## config.mk

```make
export PLATFORM = sky130hd
export DESIGN_NAME = led_string_fault_manager
export DESIGN_NICKNAME = d
export VERILOG_FILES = /design/src/pkg/led_fault_pkg.sv /design/src/sync2.sv /design/src/led_string_fault_manager.sv
export SDC_FILE = /design/constraint.sdc
export NUM_CORES = 1
export LEC_CHECK = 0
export ABC_AREA = 1
export BUFFER_PORTS_ARGS = -buffer_cell sky130_fd_sc_hd__buf_4
export CORE_ASPECT_RATIO = 1.25
export CORE_MARGIN = 4
export CORE_UTILIZATION = 25
export CTS_CLUSTER_SIZE = 12
export DETAILED_ROUTE_END_ITERATION = 7
export PLACE_DENSITY_LB_ADDON = 0.1
export SYNTH_ARGS = -nofsm -noshare
export SYNTH_HDL_FRONTEND = slang
export SYNTH_HIERARCHICAL = 1
export SYNTH_SLANG_ARGS = --single-unit
```

## constraint.sdc

```tcl
create_clock -name clk_sys -period 2.7 [get_ports clk_sys]
set_input_delay 0.135 -clock clk_sys [delete_from_list [all_inputs] [get_ports clk_sys]]
set_output_delay 0.135 -clock clk_sys [all_outputs]
set_load 0.02 [all_outputs]
```

## src/pkg/led_fault_pkg.sv

```systemverilog
package led_fault_pkg;
   // ==========================================================
   // Timing, in oscillator clock periods
   // ==========================================================
   // Disable time is a fixed ratio of the oscillator period
   localparam int unsigned DISABLE_TIME_PERIODS = 32768;
   // Default start-up fault blanking and open-fault time-out, in clocks
   localparam int unsigned FAULT_BLANK_PERIODS = 4096;
   localparam int unsigned OPEN_TIMEOUT_PERIODS = 1024;
   localparam int CNT_W = 16;

   // ==========================================================
   // Open-drain flag encoding (enable low = pin pulled down)
   // ==========================================================
   localparam logic FLAG_PULL_DOWN = 1'b0;
   localparam logic FLAG_RELEASE = 1'b1;

   // Open-fault sequencer states
   typedef enum logic [1:0] {
      OPEN_IDLE = 2'b00,
      OPEN_HOLD = 2'b01,
      OPEN_RETRY = 2'b10
   } open_state_t;
endpackage

```

## src/sync2.sv

```systemverilog
`timescale 1ns/100ps
module sync2 (
   input wire logic clk_sys,
   input wire logic srst,
   input wire logic d,
   output logic q
);
   logic meta_q;

   // ==========================================================
   // Two-stage synchroniser; first stage feeds only the second
   // ==========================================================
   always_ff @(posedge clk_sys) begin
      if (srst) begin
         meta_q <= 1'b0;
         q <= 1'b0;
      end else begin
         meta_q <= d;
         q <= meta_q;
      end
   end
endmodule

```

## src/led_string_fault_manager.sv

```systemverilog
`timescale 1ns/100ps
module led_string_fault_manager
   import led_fault_pkg::*;
#(
   parameter int unsigned BLANK_CYCLES = FAULT_BLANK_PERIODS,
   parameter int unsigned DISABLE_CYCLES = DISABLE_TIME_PERIODS,
   parameter int unsigned OPEN_CYCLES = OPEN_TIMEOUT_PERIODS
) (
   input wire logic clk_sys,
   input wire logic srst,
   input wire logic enable_in,
   input wire logic cmp_open,
   input wire logic cmp_ref_short,
   input wire logic cmp_nonref_short,
   input wire logic cmp_string_short,
   input wire logic cmp_node_short,
   input wire logic fault_flag_primary_in,
   input wire logic regulator_gate,
   output logic gate_drive_out,
   output logic fault_flag_primary_out,
   output logic fault_flag_primary_oe_n,
   output logic fault_flag_secondary_out,
   output logic fault_flag_secondary_oe_n,
   output logic led_short_status,
   output logic short_latched_status
);
   import led_fault_pkg::*;

   // ==========================================================
   // Input synchronisation
   // ==========================================================
   logic open_s, ref_s, nonref_s, str_s, node_s, pri_pin_s, en_s;

   // Each asynchronous input passes two flops before use; the
   // comparators move freely against our clock
   sync2 u_sync_open (
      .clk_sys(clk_sys),
      .srst(srst),
      .d(cmp_open),
      .q(open_s)
   );
   sync2 u_sync_ref (
      .clk_sys(clk_sys),
      .srst(srst),
      .d(cmp_ref_short),
      .q(ref_s)
   );
   sync2 u_sync_nonref (
      .clk_sys(clk_sys),
      .srst(srst),
      .d(cmp_nonref_short),
      .q(nonref_s)
   );
   sync2 u_sync_str (
      .clk_sys(clk_sys),
      .srst(srst),
      .d(cmp_string_short),
      .q(str_s)
   );
   sync2 u_sync_node (
      .clk_sys(clk_sys),
      .srst(srst),
      .d(cmp_node_short),
      .q(node_s)
   );
   // Primary pin is read back so an outside sink can be seen
   sync2 u_sync_pri (
      .clk_sys(clk_sys),
      .srst(srst),
      .d(fault_flag_primary_in),
      .q(pri_pin_s)
   );
   // Enable is a pin too, so it gets the same treatment
   sync2 u_sync_en (
      .clk_sys(clk_sys),
      .srst(srst),
      .d(enable_in),
      .q(en_s)
   );

   // ==========================================================
   // Start-up blanking
   // ==========================================================
   logic [CNT_W-1:0] blank_cnt_q, blank_cnt_d;
   logic blank_done_q, blank_done_d;
   wire blank_end = (blank_cnt_q == CNT_W'(BLANK_CYCLES - 1));

   // Blanking restarts whenever the converter is disabled
   always_comb begin
      blank_cnt_d = blank_cnt_q;
      blank_done_d = blank_done_q;
      if (!en_s) begin
         blank_cnt_d = '0;
         blank_done_d = 1'b0;
      end else if (!blank_done_q) begin
         blank_cnt_d = blank_cnt_q + CNT_W'(1);
         blank_done_d = blank_end;
      end
   end

   always_ff @(posedge clk_sys) begin
      if (srst) begin
         blank_cnt_q <= '0;
         blank_done_q <= 1'b0;
      end else begin
         blank_cnt_q <= blank_cnt_d;
         blank_done_q <= blank_done_d;
      end
   end

   // ==========================================================
   // Disable-time counter on enable low
   // ==========================================================
   logic [CNT_W:0] dis_cnt_q, dis_cnt_d;
   logic dis_expired_q, dis_expired_d;
   wire dis_end = (dis_cnt_q == (CNT_W+1)'(DISABLE_CYCLES - 1));

   // Width is one bit over, though the full 32768 count already fits in CNT_W bits
   always_comb begin
      dis_cnt_d = dis_cnt_q;
      dis_expired_d = dis_expired_q;
      if (en_s) begin
         dis_cnt_d = '0;
         dis_expired_d = 1'b0;
      end else if (!dis_expired_q) begin
         dis_cnt_d = dis_cnt_q + (CNT_W+1)'(1);
         dis_expired_d = dis_end;
      end
   end

   always_ff @(posedge clk_sys) begin
      if (srst) begin
         dis_cnt_q <= '0;
         dis_expired_q <= 1'b0;
      end else begin
         dis_cnt_q <= dis_cnt_d;
         dis_expired_q <= dis_expired_d;
      end
   end

   // ==========================================================
   // Fault classification
   // ==========================================================
   // Open is ungated by blanking; the rest wait for blanking
   wire open_det = open_s;
   wire ref_short_det = ref_s & blank_done_q;
   wire nonref_short_det = nonref_s & blank_done_q;
   wire led_short_det = ref_short_det | nonref_short_det;
   wire string_short_det = (str_s | node_s) & blank_done_q;

   // ==========================================================
   // Latched string/output short
   // ==========================================================
   logic short_q, short_d;

   // Detection wins over the clear in the same cycle
   always_comb begin
      short_d = short_q;
      if (dis_expired_q)
         short_d = 1'b0;
      if (string_short_det)
         short_d = 1'b1;
   end

   always_ff @(posedge clk_sys) begin
      if (srst)
         short_q <= 1'b0;
      else
         short_q <= short_d;
   end

   // ==========================================================
   // Open-fault time-out sequencer
   // ==========================================================
   open_state_t open_st_q, open_st_d;
   logic [CNT_W-1:0] open_cnt_q, open_cnt_d;
   wire open_timeout = (open_cnt_q == CNT_W'(OPEN_CYCLES - 1));

   // After time-out drive resumes; a still-present open retriggers
   always_comb begin
      open_st_d = open_st_q;
      open_cnt_d = open_cnt_q;
      case (open_st_q)
         OPEN_IDLE: begin
            open_cnt_d = '0;
            if (open_det)
               open_st_d = OPEN_HOLD;
         end
         OPEN_HOLD: begin
            open_cnt_d = open_cnt_q + CNT_W'(1);
            if (open_timeout) begin
               open_st_d = OPEN_RETRY;
               open_cnt_d = '0;
            end
         end
         // One clock of drive with detection masked, so the retry
         // really switches before a lasting open trips it again
         OPEN_RETRY: begin
            open_cnt_d = '0;
            open_st_d = OPEN_IDLE;
         end
         default: begin
            open_st_d = OPEN_IDLE;
            open_cnt_d = '0;
         end
      endcase
   end

   always_ff @(posedge clk_sys) begin
      if (srst) begin
         open_st_q <= OPEN_IDLE;
         open_cnt_q <= '0;
      end else begin
         open_st_q <= open_st_d;
         open_cnt_q <= open_cnt_d;
      end
   end

   // ==========================================================
   // Primary pin sense alignment
   // ==========================================================
   logic pri_rel_p1_q, pri_rel_p2_q;

   // Our own release needs two sync clocks to reach pri_pin_s; trusting
   // the pin sooner mistakes our pull-down for an outside override and
   // pulses the gate on as a short is entered
   always_ff @(posedge clk_sys) begin
      if (srst) begin
         pri_rel_p1_q <= 1'b0;
         pri_rel_p2_q <= 1'b0;
      end else begin
         pri_rel_p1_q <= (fault_flag_primary_oe_n == FLAG_RELEASE);
         pri_rel_p2_q <= pri_rel_p1_q;
      end
   end

   // ==========================================================
   // Output decode
   // ==========================================================
   wire open_idle = (open_st_q == OPEN_IDLE);
   wire open_hold = (open_st_q == OPEN_HOLD);
   // Open acts at once from idle; the retry clock masks it on purpose
   wire open_active = (open_det & open_idle) | open_hold;
   // Sensing a low pin while we release it means outside override
   wire pri_override = short_q & pri_rel_p2_q & ~pri_pin_s;
   wire short_block = (short_q | string_short_det) & ~pri_override;
   // LED shorts do not block switching
   wire drive_ok = en_s & regulator_gate & ~open_active & ~short_block;
   wire pri_release = short_q | string_short_det;
   wire sec_release = open_active | led_short_det;
   // Enable codes for the open-drain flags
   wire pri_oe_n_d = pri_release ? FLAG_RELEASE : FLAG_PULL_DOWN;
   wire sec_oe_n_d = sec_release ? FLAG_RELEASE : FLAG_PULL_DOWN;

   // Gate drive registered; open detection is one clock from sync
   always_ff @(posedge clk_sys) begin
      if (srst)
         gate_drive_out <= 1'b0;
      else
         gate_drive_out <= drive_ok;
   end

   // Flag enables registered so the pins never glitch on decode
   always_ff @(posedge clk_sys) begin
      if (srst) begin
         fault_flag_primary_oe_n <= FLAG_PULL_DOWN;
         fault_flag_secondary_oe_n <= FLAG_PULL_DOWN;
      end else begin
         fault_flag_primary_oe_n <= pri_oe_n_d;
         fault_flag_secondary_oe_n <= sec_oe_n_d;
      end
   end

   // Status copies; the latch shows its next value to save a clock
   always_ff @(posedge clk_sys) begin
      if (srst) begin
         led_short_status <= 1'b0;
         short_latched_status <= 1'b0;
      end else begin
         led_short_status <= led_short_det;
         short_latched_status <= short_d;
      end
   end

   // Open-drain data is always low; only the enable moves
   always_ff @(posedge clk_sys) begin
      fault_flag_primary_out <= 1'b0;
      fault_flag_secondary_out <= 1'b0;
   end
endmodule

```

# After elaboration in Yosys (flattened, before gate mapping)
# Cells that the tools add are included.
[op_classes] add_sub_neg=3 eq_ne=6 n_mux=9 n_bitwise=21 n_reduce_logical=6
[op_table] cell="16-bit by 1-bit adder with 16-bit output (second input constant)" count=2
[op_table] cell="17-bit by 1-bit adder with 17-bit output (second input constant)" count=1
[op_table] cell="17-bit by 15-bit == test with 1-bit output (second input constant)" count=1
[op_table] cell="16-bit by 10-bit == test with 1-bit output (second input constant)" count=1
[op_table] cell="16-bit by 12-bit == test with 1-bit output (second input constant)" count=1
[op_table] cell="1-bit AND" count=10
[op_table] cell="1-bit two-way mux" count=6
[op_table] cell="1-bit inverter" count=6
[op_table] cell="1-bit bitwise OR" count=5
[op_table] cell="2-bit two-way mux" count=2
[op_table] cell="2-bit case mux with 2 select lines" count=1
[op_table] cell="2-bit OR reduction" count=2
[op_table] cell="3-bit OR reduction" count=1
[op_table] cell="2-bit by 1-bit == test with 1-bit output (second input constant)" count=1
[op_table] cell="2-bit logical NOT" count=1
[op_table] cell="2-bit by 1-bit inequality test with 1-bit output (second input constant)" count=1
[op_table] cell="2-bit inequality test (second input constant)" count=1
[op_table] cell="2-bit AND reduction" count=1
[op_table] cell="2-bit nonzero test" count=1
[totals] regBits=74 out_inout_bits=7 wordCells=72

# Longest topological paths before layout
# Gate-level depths: netlist of the first run.
[depth] word_depth=6 ltp_mapped=8

# Cells and area by module
# Netlist of the first run, hierarchy kept.
[by_module_without_submodules] module="led_string_fault_manager" instances=1 cells_each=406 area_per_inst_um2=2817.7
[by_module_without_submodules] module="sync2" instances=7 cells_each=6 area_per_inst_um2=55.1

# Worst setup path after synthesis of the first run
# No wires, ideal clock.
[synth_timing] path_kind="reg2reg" from="reg open_cnt_q[0]" to="reg open_st_q[0]" setup_ps=114 arrival_time_ps=1204 required_ps=2586 setup_slack_ps=1382 stages_incl_launch_ff=8 n_path_buf=1 period_less_slack_ps=1318 path_cell_list="dfxtp_1 > ha_1 > nand3_2 > nor3_4 > nand2_2 > nand2_4 > buf_6 > nand2_1"
[synth_via] elab_chain_len=3
[synth_rtl] element="start, declared" line_no="led_string_fault_manager.sv:176" source="logic [CNT_W-1:0] open_cnt_q, open_cnt_d;"
[synth_rtl] element="start signal, assigned" line_no="led_string_fault_manager.sv:215" source="open_cnt_q <= open_cnt_d;"
[synth_rtl] element="16-bit by 10-bit == test with 1-bit output" line_no="led_string_fault_manager.sv:177" source="wire open_timeout = (open_cnt_q == CNT_W'(OPEN_CYCLES - 1));"
[synth_rtl] element="2-bit inequality test (no line)"
[synth_rtl] element="2-bit AND reduction (no line)"
[synth_rtl] element="end signal, assigned" line_no="led_string_fault_manager.sv:214" source="open_st_q <= open_st_d;"
[synth_rtl] element="end, declared" line_no="led_string_fault_manager.sv:175" source="open_state_t open_st_q, open_st_d;"
# Every way passes these cells.
# A chain may end at the register's enable or synchronous reset.

# Worst setup path after layout of the first run
[layout_timing] from="reg u_sync_en.q" to="reg dis_cnt_q[6]"
[layout_via] elab_chain_len=1
[layout_rtl] element="start, declared" line_no="sync2.sv:6" source="output logic q"
[layout_rtl] element="start signal, assigned" line_no="sync2.sv:19" source="q <= meta_q;"
[layout_rtl] element="2-bit OR reduction (no line)"
[layout_rtl] element="end signal, assigned" line_no="led_string_fault_manager.sv:136" source="dis_cnt_q <= dis_cnt_d;"
[layout_rtl] element="end, declared" line_no="led_string_fault_manager.sv:114" source="logic [CNT_W:0] dis_cnt_q, dis_cnt_d;"
# Every way passes these cells.

==> results of run 1 <==
==> power by group <==
part | internal [mW] | switching, mW | total, mW
Clock | 0.807 | 0.467 | 1.27
Combinational | 0.0273 | 0.0363 | 0.0637
Sequential | 1.11 | 0.00792 | 1.12
==> registers in the layout (all words and copies together) (netlist names), 2 cells and up <==
signal and count:
open_st_q 2, blank_cnt_q 16, open_cnt_q 16, dis_cnt_q 17
==> worst reg2reg max path, delay by kind of cell, from the launching register on <==
kind          cells  cell delay (ns)
buf+inv           1             0.29
simple gates      2             0.91
flops             1             0.32
==> final cells by class <==
| type | count | area (sq um) |
|---|---|---|
| fillers | 1337 | 8481 |
| flip-flops and latches | 74 | 1481 |
| multi-input cells | 305 | 1445 |
| inverters | 65 | 244.0 |
| clock buffers | 9 | 225.2 |
| well taps | 164 | 205.2 |
| repair buffers | 19 | 155.1 |
| clock inverters | 7 | 93.84 |
==> kinds of logic (layout without fill, tap and decap cells) <==
group	after synthesis	after routing	share of synthesized area
compound gates	47	47	0.07891
xor+xnor	8	8	0.02188
fa+ha+maj	3	3	0.01172
buf+inv	70	100	0.08750
flops	74	74	0.4625
other cells	1	2	0.001171
simple gates	245	245	0.3363
==> worst max-delay path by stage <==
stage | start | slack (ns) | endpoint | cells past startpoint
floorplan | open_cnt_q[0] | 1.38 | open_st_q[0] | 7
global placement | srst | 1.06 | dis_cnt_q[6] | 4
detailed placement | srst | 1.01 | dis_cnt_q[6] | 4
CTS | u_sync_en/q | 1.04 | dis_cnt_q[6] | 3
global route | u_sync_en/q | 0.90 | dis_cnt_q[6] | 3
finish | u_sync_en/q | 1.11 | dis_cnt_q[6] | 3
==> placed cells by master, fill, tap and decap left out, drive strengths merged <==
master and instances:
a21oi 27, and3 1, clkbuf 9, a211oi 1, ha 3, buf 14
clkinvlp 2, o21ai 13, nor2 95, xnor2 3, nand4 10, dfxtp 74
dlygate4sd3 5, nor4 1, inv 64, bufinv 2, nand3 28, xor2 5
o21a 1, conb 2, nor3b 1, nand3b 4, clkinv 4, o21bai 5
nor3 13, nand2 92
==> layer usage <==
| layer | vias up | GRT usage | part of all wire | wire (microns) |
|---|---|---|---|---|
| met5 | - | 0 | 0 | 0 |
| met4 | 0 | 0.05405 | 0.025 | 164 |
| met3 | 13 | 0.02152 | 0.026 | 175 |
| met2 | 27 | 0.1670 | 0.49 | 3239 |
| met1 | 1168 | 0.1237 | 0.46 | 3061 |
| li1 | 1464 | - | - | - |
==> timing repair <==
| item | 4_1_cts | 5_1_grt |
|---|---|---|
| hold endpoints to repair | 5 | 0 |
| hold buffers | 5 | 0 |
| resized for setup | 0 | 0 |
==> per-stage QoR <==
stage	hold WS [ns]	area (sq um)	total power [mW]	setup WS (ns)	util
2_1_floorplan	0.2041	3207	1.177	1.382	-
3_3_place_gp	0.3381	3481	1.200	1.064	0.2823
3_5_place_dp	0.3454	3481	1.201	1.011	0.2823
4_1_cts	0.0005746	3850	2.502	1.037	0.3122
5_1_grt	0.02847	3850	2.561	0.8959	0.3122
6_report	0.009258	3850	2.453	1.107	0.3122
==> qor.yml, run 1 <==
grt_max_degree: 22
die_width_microns: 109.2
cts_tree: "built"
path_class: "flop to flop"
routed_wl_microns: 6641
grt_pass1_wl_microns: 11850
antenna_found_initial: 0
cp_num_buf_inv: 1
end_kind: "flop"
cp-start-kind: "flop"
worst_r2r_path_depth: 3
viasPerCell: 4.156
clock_latency_ns: 0.33
whs_path_depth: 3
syn_inst: 448
rsz0062_at_grt: "false"
r2r-end: "dis_cnt_q[6]"
rr_startpoint: "u_sync_en/q"
wl_per_cell_microns: 10.33
antenna-diode-count: 0
fin_nets: 487
yosysWarnings: 6
fmaxAchievable_mhz: 627.9
grt_pass1_vias: 2603
dieArea_sq_um: 14700
avgSynthCellArea_sq_um: 7.150
fp.coreArea_sq_um: 12330
final_layout_size_suffix_gt1_frac: 0.08977
yosysTopAreaCell: "dfxtp_1"
num_rows: 45
cts_buffers: 9
instances_no_fill: 643
hpwl_microns: 4847
min_path_type: "input pin to flop"
crit_family: "simple AND/OR/NAND/NOR gates"
cts_sinks: 74
hold_end: "u_sync_ref/meta_q"
crit_fanout: 13
grt.total_usage: 0.1018
setup_viol_count_final: 0
io_pins: 17
peakVddDrop_mv: 0.2916
p_leak_nw: 1.495
clk_root_buffer_cell: "clkbuf_16"
cts_setup_buffers: 0
hp-start: "cmp_ref_short"
synthArstFlopShare: 0
ys_ff_latch: 74
yosysMostFrequentCell: "nor2_1"
synth_cell_types: 31
cp_slowest_cell: "nor2_1"
fp.dieH_microns: 134.6
synth_edf_count: 0
clk_pin_slew_worst_paths_ns: 0.06
drtAntennaViolNets: 0
grt-ovfl-total: 0
synth.top_cell.area_share: 0.4625
drt-initial-drc-count: 88
netlist_top_cells_area: "dfxtp_1, nor2_1, nand2_1"
clk_path_buf_depth: 2
report.final.slew_viol_count: 0
finalCritPeriodShare: 0.5898
dp_cells: 622
r2r_setup_slack_ns: 1.11
finClkSkew_ns: 0.006906
power_density_nw_per_um2: 637.2
portBuffers: 14
status: "completed"
crit_chain: "nor2_1 -> inv_1 -> nor3_1"
place.gp.congestion: 0.7427
synthToLayoutAreaGrowth_pct: 20.20
ys_top_cells_by_count: "nor2_1, nand2_1, dfxtp_1"
drc_errors: 0
synth-main-ff-cell: "dfxtp_1"
syn_area_sq_um: 3203
hold_viol_final: 0
htree_num_levels: 3
max_stage_delay_ns: 0.68
worstMarginPinSlew_ns: 0.8790
maxSlewHeadroom: 0.4118
arrival_ns: 1.85
drv_cap: 0
period_minus_slack_ns: 1.593
cp.required_ns: 2.96
synth-seq-area-share: 0.4625
initial_utilization: 0.2598
drt-pass1-iter-count: 4
vias: 2672
tns_ns: 0
Note: power is estimated with default switching activity, not from simulation.
==> run 2, diff against run 1 <==
- clock period: 2.7 -> 1.3 ns (I/O delays scaled with it)
==> qor.yml, run 2 (synthesized netlist as in run 1, its figures left out) <==
clk_root_buffer_cell: "clkbuf_16"
end_kind: "flop"
finClkSkew_ns: 0.005694  # -0.001211 ns
routed_wl_microns: 7386  # +11%
largest_reg_flops: 17  # unchanged
rr_startpoint: "open_cnt_q[0]"
fp.dieH_microns: 134.6  # unchanged
timing.hold.ws_ns: 0.01717  # +0.007909 ns
crit_end: "open_cnt_q[13]"
cts_buffers: 9  # unchanged
largest_register: "dis_cnt_q"
die_width_microns: 109.2  # unchanged
io_pins: 17  # unchanged
wl_per_cell_microns: 10.93  # +5.8%
max_stage_delay_ns: 0.37  # -0.31 ns
grt_pass1_vias: 2726  # +4.7%
power_density_nw_per_um2: 1172  # +84%
report.final.slew_viol_count: 0  # unchanged
drt-initial-drc-count: 128  # +45%
vias: 2831  # +6.0%
r2r_setup_slack_ns: 0.06  # -1.04 ns
status: "completed"
worst_r2r_path_depth: 6  # +3
hpwl_microns: 5261  # +8.5%
drtAntennaViolNets: 0  # unchanged
num_rows: 45  # unchanged
period_minus_slack_ns: 1.237  # -0.3556 ns
crit_chain: "ha_4 -> nand3_4 -> nor3_4 -> nand2_4 -> nand2_4 -> a21oi_1"
min_path_type: "input pin to flop"
grt_pass1_wl_microns: 12280  # +3.6%
clk_path_buf_depth: 2  # unchanged
drc_errors: 0  # unchanged
synthToLayoutAreaGrowth_pct: 35.00
grt_max_degree: 20  # -9.1%
grt.total_usage: 0.1063  # +0.004512
drt-pass1-iter-count: 4  # unchanged
post-route-util: 0.3507  # +0.03846
viasPerCell: 4.188  # +0.78%
placed_area_sq_um: 3699  # +6.3%
dieArea_sq_um: 14700  # unchanged
setup_viol_count_final: 0  # unchanged
cp-start-kind: "flop"
arrival_ns: 1.46  # -0.39 ns
final_layout_size_suffix_gt1_frac: 0.2227  # +0.1329
path_class: "flop to flop"
antenna_found_initial: 0  # unchanged
cp_slowest_cell: "dfxtp_4"
worstSetupStartpoint: "open_cnt_q[0]"
fp.coreArea_sq_um: 12330  # unchanged
initial_utilization: 0.2598  # unchanged
peakVddDrop_mv: 0.4435  # +52%
antenna-diode-count: 0  # unchanged
portBuffers: 14  # unchanged
fin_nets: 520  # +6.8%
grt-ovfl-total: 0  # unchanged
p_total_mw: 5.066  # +110%
stdcell_area_sq_um: 4324  # +12%
cp.required_ns: 1.52  # -1.44 ns
clock_latency_ns: 0.33  # about the same
r2r-end: "open_cnt_q[13]"
htree_num_levels: 3  # unchanged
fmaxAchievable_mhz: 808.5  # +29%
finalCritPeriodShare: 0.9515  # +0.3616
cts_sinks: 74  # unchanged
reg_top3: "dis_cnt_q: 17 flops, blank_cnt_q: 16 flops, open_cnt_q: 16 flops"
crit_fanout: 8  # -5
p_leak_nw: 1.700  # +14%
tns_ns: 0  # unchanged
cts_tree: "built"
final_cell_mix: "nor2_1, nand2_1, dfxtp_1"
fillCellCount: 1307  # -2.2%
layout_commonest_cell: "nor2_1"
hold_viol_final: 0  # unchanged
drv_cap: 0  # unchanged
clk_pin_slew_worst_paths_ns: 0.06  # about the same
path_common_cell: "nand2_4"
place.gp.congestion: 0.7569  # +1.9%
## run 2: worst min-delay path by stage
stage | from | to | cells after the start
after detailed placement | fault_flag_primary_in | u_sync_pri/meta_q | 3
after CTS | regulator_gate | gate_drive_out | 3
after global routing | regulator_gate | gate_drive_out | 3
after floorplan | srst | fault_flag_secondary_oe_n | 1
final | regulator_gate | gate_drive_out | 3
after global placement | fault_flag_primary_in | u_sync_pri/meta_q | 3
## run 2: timing repair
item	in CTS	in global routing
gates cloned	0	1
buffers inserted	1	3
endpoints found under the setup margin	20	38
resized for setup	7	51
pin swaps	1	18
hold endpoints to repair	7	0
hold buffers	7	0
## run 2: cell type report
class,instances,area (sq um),area share
Inverter,65,246.5,0.05700
Clock buffer,10,239.0,0.05527
Multi-Input combinational cell,306,1644,0.3802
Timing Repair Buffer,51,411.6,0.09520
Tap cell,164,205.2,0.04745
Clock inverter,6,73.82,0.01707
Sequential cell,74,1504,0.3478
## run 2: worst max-delay path, delay by kind of cell (launching register included)
kind,cells,cell delay [ns]
compound gates,1,0.06
simple gates,4,0.56
fa+ha+maj,1,0.15
flops,1,0.37
## run 2: power breakdown
group	total, mW	switching, mW	leakage, nW	internal, mW
Clock	2.57	1.01	0.154	1.56
Sequential	2.32	0.0191	0.606	2.30
Combinational	0.173	0.0916	0.940	0.0813
## run 2: per-stage QoR
stage / setup slack, ns / cells
6_report: 0.06310 / 676
5_1_grt: -0.01410 / 676
4_1_cts: 0.001341 / 672
3_5_place_dp: -0.03307 / 648
3_3_place_gp: -0.009423 / 648
2_1_floorplan: -0.01341 / 449
## run 2: per-layer routing
metal  GRT usage  up-vias  wire, microns
met5           0        -              0
met3     0.01817       11            164
met4     0.06168        0            175
met2      0.1773       25           3574
met1      0.1272     1257           3471
li1            -     1538              -
